`src/link_protect_map.vh`:
```
`ifndef LINK_PROTECT_MAP_VH
`define LINK_PROTECT_MAP_VH

// ************************************************
// register offsets
// ************************************************
`define OFS_OWN_KEY_VECTOR_BYTE0 8'h90
`define OFS_OWN_KEY_VECTOR_BYTE1 8'h91
`define OFS_OWN_KEY_VECTOR_BYTE2 8'h92
`define OFS_OWN_KEY_VECTOR_BYTE3 8'h93
`define OFS_OWN_KEY_VECTOR_BYTE4 8'h94
`define OFS_RECEIVER_CAPABILITIES 8'ha0
`define OFS_RECEIVER_TOPOLOGY_LOW 8'ha1
`define OFS_RECEIVER_TOPOLOGY_HIGH 8'ha2
`define OFS_DOWNSTREAM_KEY_LIST_PORT 8'ha3
`define OFS_PROTECTION_DEBUG_CONTROL 8'hc0

// ************************************************
// field positions
// ************************************************
`define CAP_REPEATER 6
`define CAP_KEY_LIST_READY 5
`define CAP_FAST_BUS 4
`define CAP_FEATURES 1
`define CAP_QUICK_REAUTH 0
`define TOPO_DEVICE_LIMIT_ERROR 7
`define TOPO_CASCADE_LIMIT_ERROR 3
`define DBG_PROTECT_BUS_TIMEOUT_DISABLE 6
`define DBG_LINK_CHECK_SYNC_DISABLE 4
`define DBG_LINE_CHECKSUM_ENABLE 3
`define DBG_FRAME_COUNTER_TEST 2
`define DBG_AUTH_TIMER_ACCELERATE 1
`define DBG_PROTECT_BUS_FAST_TIMING 0
`define DBG_WRITE_MASK 8'h5f

// ************************************************
// reset values
// ************************************************
`define RST_BYTE 8'h00
`define RST_DEBUG_CONTROL 8'h00

// ************************************************
// frame counter periods, as masks of the low count bits
// ************************************************
`define PJ_MASK_NORMAL 7'h0f
`define PJ_MASK_TEST 7'h01
`define RI_MASK_NORMAL 7'h7f
`define RI_MASK_TEST 7'h0f

// ************************************************
// timing
// ************************************************
`define CLK_KHZ 50000
`define BUS_TIMEOUT_MS 1000
`define BUS_TIMEOUT_CYCLES (`BUS_TIMEOUT_MS * `CLK_KHZ)
`define AUTH_TICK_US 1000
`define AUTH_TICK_CYCLES (`AUTH_TICK_US * `CLK_KHZ / 1000)
`define AUTH_TICK_FAST_CYCLES 50

`endif

```
`src/line_checksum.v`:
```
`include "link_protect_map.vh"

module line_checksum #(
   parameter W = 8
) (
   input wire mclk,
   input wire rst,
   input wire ce,
   input wire enable,
   input wire pix_valid,
   input wire [W-1:0] pix,
   input wire line_end,
   output reg [W-1:0] sum_q,
   output reg sum_valid_q
);

   reg [W-1:0] acc_q;
   reg [W:0] raw;
   reg [W-1:0] acc_next;

   // ************************************************
   // ones-complement accumulate with end-around carry
   // ************************************************
   always @* begin
      raw = {1'b0, acc_q} + {1'b0, (pix_valid ? pix : {W{1'b0}})};
      acc_next = raw[W-1:0] + {{(W-1){1'b0}}, raw[W]};
   end

   always @(posedge mclk) begin
      if (rst) begin
         acc_q <= {W{1'b0}};
         sum_q <= {W{1'b0}};
         sum_valid_q <= 1'b0;
      end else if (ce) begin
         sum_valid_q <= 1'b0;
         if (line_end) begin
            acc_q <= {W{1'b0}};
            if (enable) begin
               sum_q <= ~acc_next;
               sum_valid_q <= 1'b1;
            end
         end else begin
            acc_q <= acc_next;
         end
      end
   end

endmodule // line_checksum

```
`src/idle_timeout.v`:
```
`include "link_protect_map.vh"

module idle_timeout #(
   parameter CW = 32,
   parameter [CW-1:0] LIMIT = `BUS_TIMEOUT_CYCLES
) (
   input wire mclk,
   input wire rst,
   input wire ce,
   input wire disable_timeout,
   input wire activity,
   output reg expired_q
);

   reg [CW-1:0] cnt_q;

   // ************************************************
   // silence counter, free once limit is passed
   // ************************************************
   always @(posedge mclk) begin
      if (rst) begin
         cnt_q <= {CW{1'b0}};
         expired_q <= 1'b0;
      end else if (ce) begin
         if (disable_timeout || activity) begin
            cnt_q <= {CW{1'b0}};
            expired_q <= 1'b0;
         end else if (cnt_q > LIMIT) begin
            expired_q <= 1'b1;
         end else begin
            cnt_q <= cnt_q + {{(CW-1){1'b0}}, 1'b1};
         end
      end
   end

endmodule // idle_timeout

```
`src/link_protect_status_regs.v`:
```
// Summary of operation
// RQ1: own five-byte key vector readable at 0x90..0x94, low byte first, reset zero.
// RQ2: capability bit 6 shows receiver repeater; valid after receiver key ready.
// RQ3: capability bit 5 set when receiver key list and V' are done.
// RQ4: capability bit 4 mirrors receiver fast bus, unused by this device.
// RQ5: capability bit 1 shows receiver enhanced signalling, cipher and verification.
// RQ6: capability bit 0 shows receiver accepts clear video during reauthentication.
// RQ7: topology low bit 7 flags device count beyond key list depth.
// RQ8: seven-bit device count behind repeater; zero for plain receiver.
// RQ9: topology high bit 3 flags more than seven cascade levels.
// RQ10: three-bit cascade depth below the repeater.
// RQ11: each key list port read returns next list byte and advances.
// RQ12: protection bus free after over one second idle; debug bit 6 disables.
// RQ13: link check before and after frame 128; bit 4 drops frame 127 check.
// RQ14: debug bit 3 sends per-channel ones-complement checksum after each line.
// RQ15: test bit: Pj every 2, Ri every 16; else every 16 and 128.
// RQ16: debug bit 1 speeds authentication timers for test.
// RQ17: debug bit 0 selects fast bus timing; mirrored to indirect status.
// RQ18: reserved bits read zero; writes to them ignored.
// RQ19: key list read position returns to first byte on new authentication.
`include "link_protect_map.vh"

module link_protect_status_regs #(
   parameter MAX_DEVS = 16,
   parameter LIST_AW = 7,
   parameter [31:0] BUS_TIMEOUT_CYCLES = `BUS_TIMEOUT_CYCLES,
   parameter [31:0] AUTH_TICK_CYCLES = `AUTH_TICK_CYCLES,
   parameter [31:0] AUTH_TICK_FAST_CYCLES = `AUTH_TICK_FAST_CYCLES
) (
   input wire mclk,
   input wire rst,
   input wire ce,
   input wire [7:0] reg_addr,
   input wire reg_wr,
   input wire [7:0] reg_wdata,
   input wire reg_rd,
   output reg [7:0] reg_rdata_q,
   output reg reg_rvalid_q,
   input wire [39:0] own_key_vector,
   input wire rx_repeater,
   input wire rx_key_list_ready,
   input wire rx_fast_bus,
   input wire rx_features,
   input wire rx_quick_reauth,
   input wire rx_device_limit_error,
   input wire [6:0] rx_device_count,
   input wire rx_cascade_limit_error,
   input wire [2:0] rx_cascade_depth,
   input wire auth_start,
   input wire list_wr,
   input wire [7:0] list_wdata,
   input wire bus_activity,
   input wire frame_start,
   input wire pix_valid,
   input wire [23:0] pix_rgb,
   input wire line_end,
   output reg protect_bus_free_q,
   output reg protect_bus_fast_timing_q,
   output reg indirect_status_mirror_q,
   output reg auth_timer_accelerate_q,
   output reg auth_tick_q,
   output reg pj_check_q,
   output reg ri_check_q,
   output reg ri_sync_check_q,
   output reg [23:0] line_checksum_q,
   output reg line_checksum_valid_q
);

   localparam LIST_DEPTH = 1 << LIST_AW;

   reg [7:0] debug_q;
   reg [39:0] own_key_q;
   reg [7:0] caps_q;
   reg [7:0] topo_low_q;
   reg [7:0] topo_high_q;
   reg [7:0] list_mem [0:LIST_DEPTH-1];
   reg [LIST_AW:0] list_wptr_q;
   reg [LIST_AW:0] list_rptr_q;
   reg [6:0] frame_cnt_q;
   reg [31:0] tick_cnt_q;
   reg [7:0] rd_mux;
   wire [6:0] frame_next;
   wire [6:0] pj_mask;
   wire [6:0] ri_mask;
   wire [31:0] tick_limit;
   wire bus_expired;
   wire [23:0] chk_sum;
   wire [2:0] chk_valid;
   wire list_has_data;

   // ************************************************
   // status mirrors
   // ************************************************
   always @(posedge mclk) begin
      if (rst) begin
         own_key_q <= {5{`RST_BYTE}};
         caps_q <= `RST_BYTE;
         topo_low_q <= `RST_BYTE;
         topo_high_q <= `RST_BYTE;
      end else if (ce) begin
         // RQ1: own vector capture
         own_key_q <= own_key_vector;
         // RQ18: reserved bits zero
         caps_q <= `RST_BYTE;
         // RQ2: repeater flag
         caps_q[`CAP_REPEATER] <= rx_repeater;
         // RQ3: list ready flag
         caps_q[`CAP_KEY_LIST_READY] <= rx_key_list_ready;
         // RQ4: fast bus mirror
         caps_q[`CAP_FAST_BUS] <= rx_fast_bus;
         // RQ5: feature flag
         caps_q[`CAP_FEATURES] <= rx_features;
         // RQ6: quick reauth flag
         caps_q[`CAP_QUICK_REAUTH] <= rx_quick_reauth;
         // RQ8: device count
         topo_low_q[6:0] <= rx_device_count;
         // RQ7: device limit error
         topo_low_q[`TOPO_DEVICE_LIMIT_ERROR] <= rx_device_limit_error
            || (rx_device_count > MAX_DEVS[6:0]);
         topo_high_q <= `RST_BYTE;
         // RQ9: cascade limit error
         topo_high_q[`TOPO_CASCADE_LIMIT_ERROR] <= rx_cascade_limit_error;
         // RQ10: cascade depth
         topo_high_q[2:0] <= rx_cascade_depth;
      end
   end

   // ************************************************
   // debug control register
   // ************************************************
   always @(posedge mclk) begin
      if (rst) begin
         debug_q <= `RST_DEBUG_CONTROL;
      end else if (ce && reg_wr && reg_addr == `OFS_PROTECTION_DEBUG_CONTROL) begin
         // RQ18: masked write
         debug_q <= reg_wdata & `DBG_WRITE_MASK;
      end
   end

   always @(posedge mclk) begin
      if (rst) begin
         protect_bus_fast_timing_q <= 1'b0;
         indirect_status_mirror_q <= 1'b0;
         auth_timer_accelerate_q <= 1'b0;
      end else if (ce) begin
         // RQ17: fast timing and mirror
         protect_bus_fast_timing_q <= debug_q[`DBG_PROTECT_BUS_FAST_TIMING];
         indirect_status_mirror_q <= debug_q[`DBG_PROTECT_BUS_FAST_TIMING];
         // RQ16: timer accelerate flag
         auth_timer_accelerate_q <= debug_q[`DBG_AUTH_TIMER_ACCELERATE];
      end
   end

   // ************************************************
   // downstream key list buffer
   // ************************************************
   assign list_has_data = (list_rptr_q != list_wptr_q);

   always @(posedge mclk) begin
      if (ce && list_wr && !list_wptr_q[LIST_AW]) begin
         list_mem[list_wptr_q[LIST_AW-1:0]] <= list_wdata;
      end
   end

   always @(posedge mclk) begin
      if (rst) begin
         list_wptr_q <= {(LIST_AW+1){1'b0}};
         list_rptr_q <= {(LIST_AW+1){1'b0}};
      end else if (ce) begin
         if (auth_start) begin
            // RQ19: restart list
            list_wptr_q <= {(LIST_AW+1){1'b0}};
            list_rptr_q <= {(LIST_AW+1){1'b0}};
         end else begin
            if (list_wr && !list_wptr_q[LIST_AW]) begin
               list_wptr_q <= list_wptr_q + {{LIST_AW{1'b0}}, 1'b1};
            end
            // RQ11: advance on read
            if (reg_rd && reg_addr == `OFS_DOWNSTREAM_KEY_LIST_PORT && list_has_data) begin
               list_rptr_q <= list_rptr_q + {{LIST_AW{1'b0}}, 1'b1};
            end
         end
      end
   end

   // ************************************************
   // register read
   // ************************************************
   always @* begin
      case (reg_addr)
         // RQ1: low byte first
         `OFS_OWN_KEY_VECTOR_BYTE0: rd_mux = own_key_q[7:0];
         `OFS_OWN_KEY_VECTOR_BYTE1: rd_mux = own_key_q[15:8];
         `OFS_OWN_KEY_VECTOR_BYTE2: rd_mux = own_key_q[23:16];
         `OFS_OWN_KEY_VECTOR_BYTE3: rd_mux = own_key_q[31:24];
         `OFS_OWN_KEY_VECTOR_BYTE4: rd_mux = own_key_q[39:32];
         `OFS_RECEIVER_CAPABILITIES: rd_mux = caps_q;
         `OFS_RECEIVER_TOPOLOGY_LOW: rd_mux = topo_low_q;
         `OFS_RECEIVER_TOPOLOGY_HIGH: rd_mux = topo_high_q;
         // RQ11: next list byte
         `OFS_DOWNSTREAM_KEY_LIST_PORT: rd_mux = list_has_data ?
            list_mem[list_rptr_q[LIST_AW-1:0]] : `RST_BYTE;
         `OFS_PROTECTION_DEBUG_CONTROL: rd_mux = debug_q;
         default: rd_mux = `RST_BYTE;
      endcase
   end

   always @(posedge mclk) begin
      if (rst) begin
         reg_rdata_q <= `RST_BYTE;
         reg_rvalid_q <= 1'b0;
      end else if (ce) begin
         reg_rvalid_q <= reg_rd;
         if (reg_rd) begin
            reg_rdata_q <= rd_mux;
         end
      end
   end

   // ************************************************
   // protection bus timeout
   // ************************************************
   // RQ12: one second idle
   idle_timeout #(
      .CW(32),
      .LIMIT(BUS_TIMEOUT_CYCLES)
   ) u_bus_timeout (
      .mclk(mclk),
      .rst(rst),
      .ce(ce),
      .disable_timeout(debug_q[`DBG_PROTECT_BUS_TIMEOUT_DISABLE]),
      .activity(bus_activity),
      .expired_q(bus_expired)
   );

   always @(posedge mclk) begin
      if (rst) begin
         protect_bus_free_q <= 1'b0;
      end else if (ce) begin
         protect_bus_free_q <= bus_expired;
      end
   end

   // ************************************************
   // frame counter and link checks
   // ************************************************
   // RQ15: period select
   assign pj_mask = debug_q[`DBG_FRAME_COUNTER_TEST] ? `PJ_MASK_TEST : `PJ_MASK_NORMAL;
   assign ri_mask = debug_q[`DBG_FRAME_COUNTER_TEST] ? `RI_MASK_TEST : `RI_MASK_NORMAL;
   assign frame_next = frame_cnt_q + 7'h01;

   always @(posedge mclk) begin
      if (rst) begin
         frame_cnt_q <= 7'h00;
         pj_check_q <= 1'b0;
         ri_check_q <= 1'b0;
         ri_sync_check_q <= 1'b0;
      end else if (ce) begin
         pj_check_q <= 1'b0;
         ri_check_q <= 1'b0;
         ri_sync_check_q <= 1'b0;
         if (auth_start) begin
            frame_cnt_q <= 7'h00;
         end else if (frame_start) begin
            frame_cnt_q <= frame_next;
            // RQ15: periodic checks
            pj_check_q <= ((frame_next & pj_mask) == 7'h00);
            ri_check_q <= ((frame_next & ri_mask) == 7'h00);
            // RQ13: frame before period
            ri_sync_check_q <= ((frame_next & ri_mask) == ri_mask)
               && !debug_q[`DBG_LINK_CHECK_SYNC_DISABLE];
         end
      end
   end

   // ************************************************
   // authentication timer tick
   // ************************************************
   // RQ16: faster prescale
   assign tick_limit = debug_q[`DBG_AUTH_TIMER_ACCELERATE] ?
      AUTH_TICK_FAST_CYCLES : AUTH_TICK_CYCLES;

   always @(posedge mclk) begin
      if (rst) begin
         tick_cnt_q <= 32'h00000000;
         auth_tick_q <= 1'b0;
      end else if (ce) begin
         auth_tick_q <= 1'b0;
         if (tick_cnt_q + 32'h00000001 >= tick_limit) begin
            tick_cnt_q <= 32'h00000000;
            auth_tick_q <= 1'b1;
         end else begin
            tick_cnt_q <= tick_cnt_q + 32'h00000001;
         end
      end
   end

   // ************************************************
   // per-line video checksums
   // ************************************************
   genvar ch;
   generate
      for (ch = 0; ch < 3; ch = ch + 1) begin : g_chk
         // RQ14: per channel checksum
         line_checksum #(
            .W(8)
         ) u_chk (
            .mclk(mclk),
            .rst(rst),
            .ce(ce),
            .enable(debug_q[`DBG_LINE_CHECKSUM_ENABLE]),
            .pix_valid(pix_valid),
            .pix(pix_rgb[ch*8 +: 8]),
            .line_end(line_end),
            .sum_q(chk_sum[ch*8 +: 8]),
            .sum_valid_q(chk_valid[ch])
         );
      end
   endgenerate

   always @(posedge mclk) begin
      if (rst) begin
         line_checksum_q <= 24'h000000;
         line_checksum_valid_q <= 1'b0;
      end else if (ce) begin
         line_checksum_valid_q <= chk_valid[0];
         if (chk_valid[0]) begin
            line_checksum_q <= chk_sum;
         end
      end
   end

endmodule // link_protect_status_regs

```
`config.mk`:
```
export PLATFORM = sky130hd
export DESIGN_NAME = link_protect_status_regs
export DESIGN_NICKNAME = d
export VERILOG_FILES = /design/src/line_checksum.v /design/src/idle_timeout.v /design/src/link_protect_status_regs.v
export VERILOG_INCLUDE_DIRS = /design/src
export SDC_FILE = /design/constraint.sdc
export NUM_CORES = 2
export LEC_CHECK = 0
export BUFFER_PORTS_ARGS = -buffer_cell sky130_fd_sc_hd__buf_2
export CORE_MARGIN = 2
export CORE_UTILIZATION = 57
export CTS_CLUSTER_DIAMETER = 50
export DETAILED_ROUTE_END_ITERATION = 10
export PLACE_DENSITY_LB_ADDON = 0.15
export SYNTH_ARGS = -nofsm -noshare
export SYNTH_HDL_FRONTEND = slang
export SYNTH_SLANG_ARGS = --single-unit
```
`constraint.sdc`:
```
create_clock -name mclk -period 4.1 [get_ports mclk]
set_clock_uncertainty 0.05 [all_clocks]
set_input_delay 0.205 -clock mclk [delete_from_list [all_inputs] [get_ports mclk]]
set_output_delay 0.205 -clock mclk [all_outputs]
set_load 0.03 [all_outputs]
```
Yosys cells after proc, flatten, opt, wreduce, memory -nomap -nowiden
Memory sizes are Yosys's and may differ from the RTL's. A register that Yosys moved wholly into a read port is not among the register bits.
Cells that the tools add are included.

operators by class
  $add $sub $neg = 11
  order comparisons = 3
  eq/ne operators = 13
  mux-type cells = 35
  bitwise logic cells = 5
  reduce and logical (&&, ||, !) cells = 26

operators with widths
  kind                     count
  $mux W32                 3
  $mux W8                  11
  $eq A8 B8 Y1 const B     10
  $pmux W8 S10             1
  $add A32 B1 Y32 const B  2
  $mux W7                  5
  $ge A32 B16 Y1           1
  $gt A32 B26 Y1 const B   1
  $add A8 B8 Y9            3
  $add A8 B1 Y8            3
  $not A8 Y8               3
  $add A8 B1 Y8 const B    2
  $mux W16                 1
  $logic_not A7 Y1         2
  $reduce_and A2 Y1        7
  $mux W1                  13
  $logic_and A1 B1 Y1      8
  $ne A8 B8 Y1             1
  $reduce_bool A2 Y1       4
  $add A7 B1 Y7 const B    1
  $and A7 B4 Y7            1
  $and A7 B7 Y7            1
  $eq A7 B7 Y1             1
  $gt A7 B5 Y1 const B     1
  other kinds (5)          7

word-level totals
  bits in registers = 241
  memory bits (writable) = 1,024
  input port bits = 116
  output and inout port bits = 42
  logic and storage cells = 123
  memories kept = 1

memory list
  memory    depth  width  rd ports  clocked after memory_dff  write ports  RTL line                       text
  list_mem  128    8      1         1                         1            link_protect_status_regs.v:76  reg [7:0] list_mem [0:LIST_DEPTH-1];

Depth between registers and ports, before layout
  word-level depth = 7
  depth in mapped cells = 17
  depth with buffers taken out = 16

Hierarchy
From an unflattened synthesis, not the netlist that was laid out.

unflattened totals
  cell total of the unflattened synthesis = 3,142
  area total of the unflattened synthesis = 52,581.7 um^2

modules (own cells, without submodules)
  module                    times used  cells an instance  area each (um^2)  seq. area each (um^2)
  link_protect_status_regs  1           2,515              47,290.4          34,072.7
  line_checksum             3           132                1,151.1           340.3
  idle_timeout              1           231                1,838.0           660.6

Worst setup path after synthesis
Ideal clock, no wire load.

  path type = input-to-reg
  start = input pix_valid
  end = register g_chk[2].u_chk.sum_q[7]
  data arrival time = 3.343 ns
  path slack = 0.573 ns
  stages = 17
  cells stage by stage = clkbuf_1 > and2_1 > ha_1 > inv_1 > fa_1 > nor2b_1 > o21a_1 > o21ai_1 > a21oi_1 > o21ai_0 > nand2b_1 > ha_1 > and3_1 > nand4_1 > nor4b_1 > nor3_1 > or4b_1

between the ends
  longest elaborated chain between the ends = 4

ends and longest elaborated chain
  what                    RTL line                       text
  start: declaration      link_protect_status_regs.v:54  input wire pix_valid,
  $mux W8                 line_checksum.v:25             raw = {1'b0, acc_q} + {1'b0, (pix_valid ? pix : {W{1'b0}})};
  $add A8 B8 Y9           line_checksum.v:25
  $add A8 B1 Y8           line_checksum.v:26             acc_next = raw[W-1:0] + {{(W-1){1'b0}}, raw[W]};
  $not A8 Y8              line_checksum.v:39             sum_q <= ~acc_next;
  end signal: assignment  line_checksum.v:32             sum_q <= {W{1'b0}};
  end signal: assignment  line_checksum.v:39
  end: declaration        line_checksum.v:13             output reg [W-1:0] sum_q,

No other way between the ends.
A chain may end at the register's enable or synchronous reset.

Final worst setup path
  start = register tick_cnt_q[2]
  end = register tick_cnt_q[22]

between the ends
  longest elaborated chain between the ends = 3

ends and longest elaborated chain
  what                      RTL line                                                        text
  start: declaration        link_protect_status_regs.v:80                                   reg [31:0] tick_cnt_q;
  start signal: assignment  link_protect_status_regs.v:293                                  tick_cnt_q <= tick_cnt_q + 32'h00000001;
  $add A32 B1 Y32 (*)       link_protect_status_regs.v:289, link_protect_status_regs.v:293
  $ge A32 B16 Y1            link_protect_status_regs.v:289                                  if (tick_cnt_q + 32'h00000001 >= tick_limit) begin
  $mux W32 (*)              link_protect_status_regs.v:289

Mark *: on every way between the ends. The rest lies on a longest branch, timed or not.

==> parameters.txt <==
Parameter                              Value

Setup path
  Startpoint types    register
  Crit-path max FO    16
  Worst setup path category    reg -> reg
  Worst Path Arrival    ~4.4 ns
  Nature of the critical path endpoint    register
  Worst endpoint required time    around 4.7 ns

Power and ir drop
  Max rail drop VDD    0.383 mV
  Sequential group share of total power    0.519
  Leakage    between 15 and 20 nW
  Net Sw Power    between 5 and 6 mW
  Cell-internal power    21.5 mW
  Power density over cell area    about 450 mW/mm²
  Net Sw Frac    0.204
  Clock network fraction of design power    0.457
  Share of power burned in combinational logic    0.024

STA
  Final setup viols    0
  Setup TNS Final    0 ns
  Shortest clock period the worst path allows after layout    about 3.8 ns
  Count of final max-slew check failures    0
  Final number of hold-violating endpoints    0
  RSZ-0062 raised after global routing    no
  Final period util    0.932
  Worst Max-Slew Pin Slew    approximately 1.2 ns
  Fin Hold WS    between 0.03 and 0.04 ns
  Achievable clock frequency    262 MHz
  Normalized max-slew margin    0.231
  Post-route setup slack    between 0.2 and 0.3 ns

Logic synthesis
  Net count of the mapped netlist    roughly 3400
  Parity-gate share of the synthesized area counting xor and xnor cells    0.0174
  Adder-cell area share of the yosys netlist    0.0120
  Syn. warnings    0
  Compound-gate portion of the synthesized area    0.0570
  Cell count after synthesis    about 3200
  Dominant synthesized flop cell    sky130_fd_sc_hd__edfxtp_1
  Number of enable-type register cells in the synthesized netlist    1024
  Sequential fraction of the synthesis area    0.689
  Proportion of synthesized flip-flops having asynchronous set or reset    0
  Top cells by count, synth    sky130_fd_sc_hd__edfxtp_1 (1024), sky130_fd_sc_hd__nor2_1 (305), sky130_fd_sc_hd__mux4_2 (273)
  Post-synth cell types    between 70 and 80
  Dominant combinational cell family by area after synthesis    multiplexers
  Most area-hungry cell type in the Yosys netlist    sky130_fd_sc_hd__edfxtp_1
  Netlist Area Pre-Place    around 0.052 mm²
  Cell types with the largest area share after synthesis    sky130_fd_sc_hd__edfxtp_1 (59%), sky130_fd_sc_hd__mux4_2 (12%), sky130_fd_sc_hd__dfxtp_1 (9.6%), sky130_fd_sc_hd__nor2_1 (2.2%), sky130_fd_sc_hd__mux2i_1 (1.3%)
  Synthesis-stage register bit count    around 1300
  Mux contribution to synthesized area    0.132
  Most numerous cell in the Yosys netlist    sky130_fd_sc_hd__edfxtp_1
  Post-synthesis simple-gate area fraction    0.0757
  Mean instance size in the synthesized netlist    between 15 and 20 µm²
  Area share of the largest cell type after synthesis    0.593

Floorplanning
  Core Region    about 0.090 mm²
  Starting density of the core    0.575
  Horizontal die dimension    around 310 µm
  Area of the die    just over 0.09 mm²
  I/O pin cnt    about 160
  Die height    slightly above 300 µm
  Count of standard-cell rows    110

Status
  Status    finished, final reports clean

Route
  Residual antenna-violating net count after detailed routing    0
  Total length of routed wires    roughly 120000 µm
  DRT iter0 DRCs    3100
  Per-cell via count in the routed design    approximately 6.3
  Number of vias after detailed routing    between 30000 and 40000
  WL per Instance    26.1 µm
  Number of remaining DRC errors    0
  TritonRoute pass-1 iters    6

Clocking
  TritonCTS Buffers    140
  Clock sink total    roughly 1300
  Clock-pin slew reported for the worst setup and hold paths after clock tree synthesis    around 0.060 ns
  CTS resizes    0
  Clock Path Buffers    3
  Clock network latency to the later pin of the worst-skew pair    0.73 ns
  Max H-tree Level    4
  Number of buffers added to fix hold violations after cts    between 70 and 80
  Clock tree from TritonCTS    yes
  Clock root buffer    sky130_fd_sc_hd__clkbuf_16
  Number of setup buffers added after CTS    0

Finish
  Fin nets    3663
  Area grow syn2layout    15.1%
  Cell area after layout    0.0597 mm²
  Layout cells sized above 1    0.223
  Layout fillers    between 6000 and 7000

Run
  MaxCap Viol Count    0

Placement
  Number of buffers added on ports    about 160
  Last weighted congestion value of the routability-driven placer    a little under 0.9
  Placed instance area    roughly 0.054 mm²
  Worst setup timing slack at the placement stage    0.335 ns
  Hpwl dp    a little over 80000 µm

GRT
  Maximum number of pins on one net before global-route repair    between 100 and 150
  Antenna violations before repair    0
  Via count of the first global-routing pass    slightly above 30000
  Total congestion overflow    0
  GR Util All Layers    0.270
  First-pass GRT wire length    between 150000 and 200000 µm

Worst hold path
  Class of the worst hold path    in -> reg
-- layout by cell type, fill, tap and decap left out, types with 24 or more instances in the layout --
cell                            netlist  final
sky130_fd_sc_hd__a22o_1              51     51
sky130_fd_sc_hd__dlygate4sd3_1        0     72
sky130_fd_sc_hd__mux4_2             273    273
sky130_fd_sc_hd__a22oi_1             62     62
sky130_fd_sc_hd__o21ai_0             50     50
sky130_fd_sc_hd__clkbuf_16            0    146
sky130_fd_sc_hd__dfxtp_1            248    245
sky130_fd_sc_hd__and3_1              26     26
sky130_fd_sc_hd__xor2_1              52     52
sky130_fd_sc_hd__buf_4                9    108
sky130_fd_sc_hd__a21oi_1            110    110
sky130_fd_sc_hd__a221oi_1            32     32
sky130_fd_sc_hd__nand2_1            154    154
sky130_fd_sc_hd__edfxtp_1          1024   1024
sky130_fd_sc_hd__nand3_1             64     64
sky130_fd_sc_hd__nand4_1             36     36
sky130_fd_sc_hd__inv_1               36     36
sky130_fd_sc_hd__or3_1               24     24
sky130_fd_sc_hd__ha_1                45     45
sky130_fd_sc_hd__nor3_1              41     40
sky130_fd_sc_hd__buf_2               32    145
sky130_fd_sc_hd__and2_1              33     32
sky130_fd_sc_hd__xnor2_1             43     43
sky130_fd_sc_hd__nor2_1             305    303
sky130_fd_sc_hd__mux2i_1             66     66
-- path summary, 6_finish.rpt --
| check | from | endpoint | slack, ns | cells past startpoint |
|---|---|---|---|---|
| max reg2reg | tick_cnt_q[2]$_SDFFE_PP0P_ | tick_cnt_q[22]$_SDFFE_PP0P_ | 0.28 | 13 |
| max | tick_cnt_q[2]$_SDFFE_PP0P_ | tick_cnt_q[22]$_SDFFE_PP0P_ | 0.28 | 13 |
| min | list_wdata[6] | list_mem[26][6]$_DFFE_PP_ | 0.04 | 1 |
| min reg2reg | g_chk[1].u_chk.sum_q[4]$_SDFFE_PP0P_ | line_checksum_q[12]$_SDFFE_PP0P_ | 0.40 | 2 |
-- per-stage QoR --
stage / total power, mW / instances / utilization
final: 27.0 / 4783 / 0.662
after global routing: 27.7 / 4782 / 0.662
after CTS: 27.1 / 4782 / 0.662
after detailed placement: 14.9 / 4461 / 0.604
after global placement: 14.9 / 4461 / 0.604
after floorplan: 14.5 / 3197 / -
-- sequential cells by signal, indices dropped and copies added, names as in the netlist, 24 cells and up, named ones only --
name and cells:
g_chk.u_chk.acc_q 24, u_bus_timeout.cnt_q 32, g_chk.u_chk.sum_q 24, tick_cnt_q 32, list_mem 1024, line_checksum_q 24
own_key_q 40
-- per-layer routing --
metal  GRT usage  vias up  part of all wire
li1            -    13250                 -
met1       0.367    15411              0.40
met2       0.446     1251              0.49
met3      0.0424      258             0.068
met4       0.100        0             0.034
met5           0        -                 0
-- critical path, cell delays in order (launching register included) --
cell and delay, ns:
sky130_fd_sc_hd__dfxtp_1 0.51, sky130_fd_sc_hd__nand3_2 0.21, sky130_fd_sc_hd__or2_2 0.37, sky130_fd_sc_hd__nor2_1 0.27, sky130_fd_sc_hd__nand4_1 0.16, sky130_fd_sc_hd__xnor2_1 0.16, sky130_fd_sc_hd__ha_1 0.29, sky130_fd_sc_hd__nand2_1 0.12
sky130_fd_sc_hd__nor2_1 0.06, sky130_fd_sc_hd__o31a_1 0.13, sky130_fd_sc_hd__a2111oi_4 0.52, sky130_fd_sc_hd__a31oi_4 0.37, sky130_fd_sc_hd__buf_4 0.31, sky130_fd_sc_hd__nor3_2 0.17
-- cell type report --
class                   count  area (µm²)  share of cell area
well taps                1176        1470              0.0247
flip-flops and latches   1272       35700               0.598
multi-input cells        1710       15300               0.256
repair buffers            339        2530              0.0424
clock buffers             177        3850              0.0645
clock inverters            72         696              0.0117
diodes                      1        2.50           0.0000419
inverters                  36         135             0.00226
-- logic make-up after synthesis --
kind of cell    after synthesis
flops                      1272
simple gates                795
compound gates              426
mux                         343
buf+inv                     215
xor+xnor                     98
fa+ha+maj                    48
-- power groups by stage --
stage               combinational, mW  clock [mW]  sequential [mW]
floorplan                       0.262           0             14.3
global placement                0.574           0             14.3
detailed placement              0.605           0             14.3
CTS                             0.660        12.5             14.0
global route                    0.719        13.0             14.0
finish                          0.660        12.3             14.0
No activity file was read; power rests on OpenSTA's default activity.
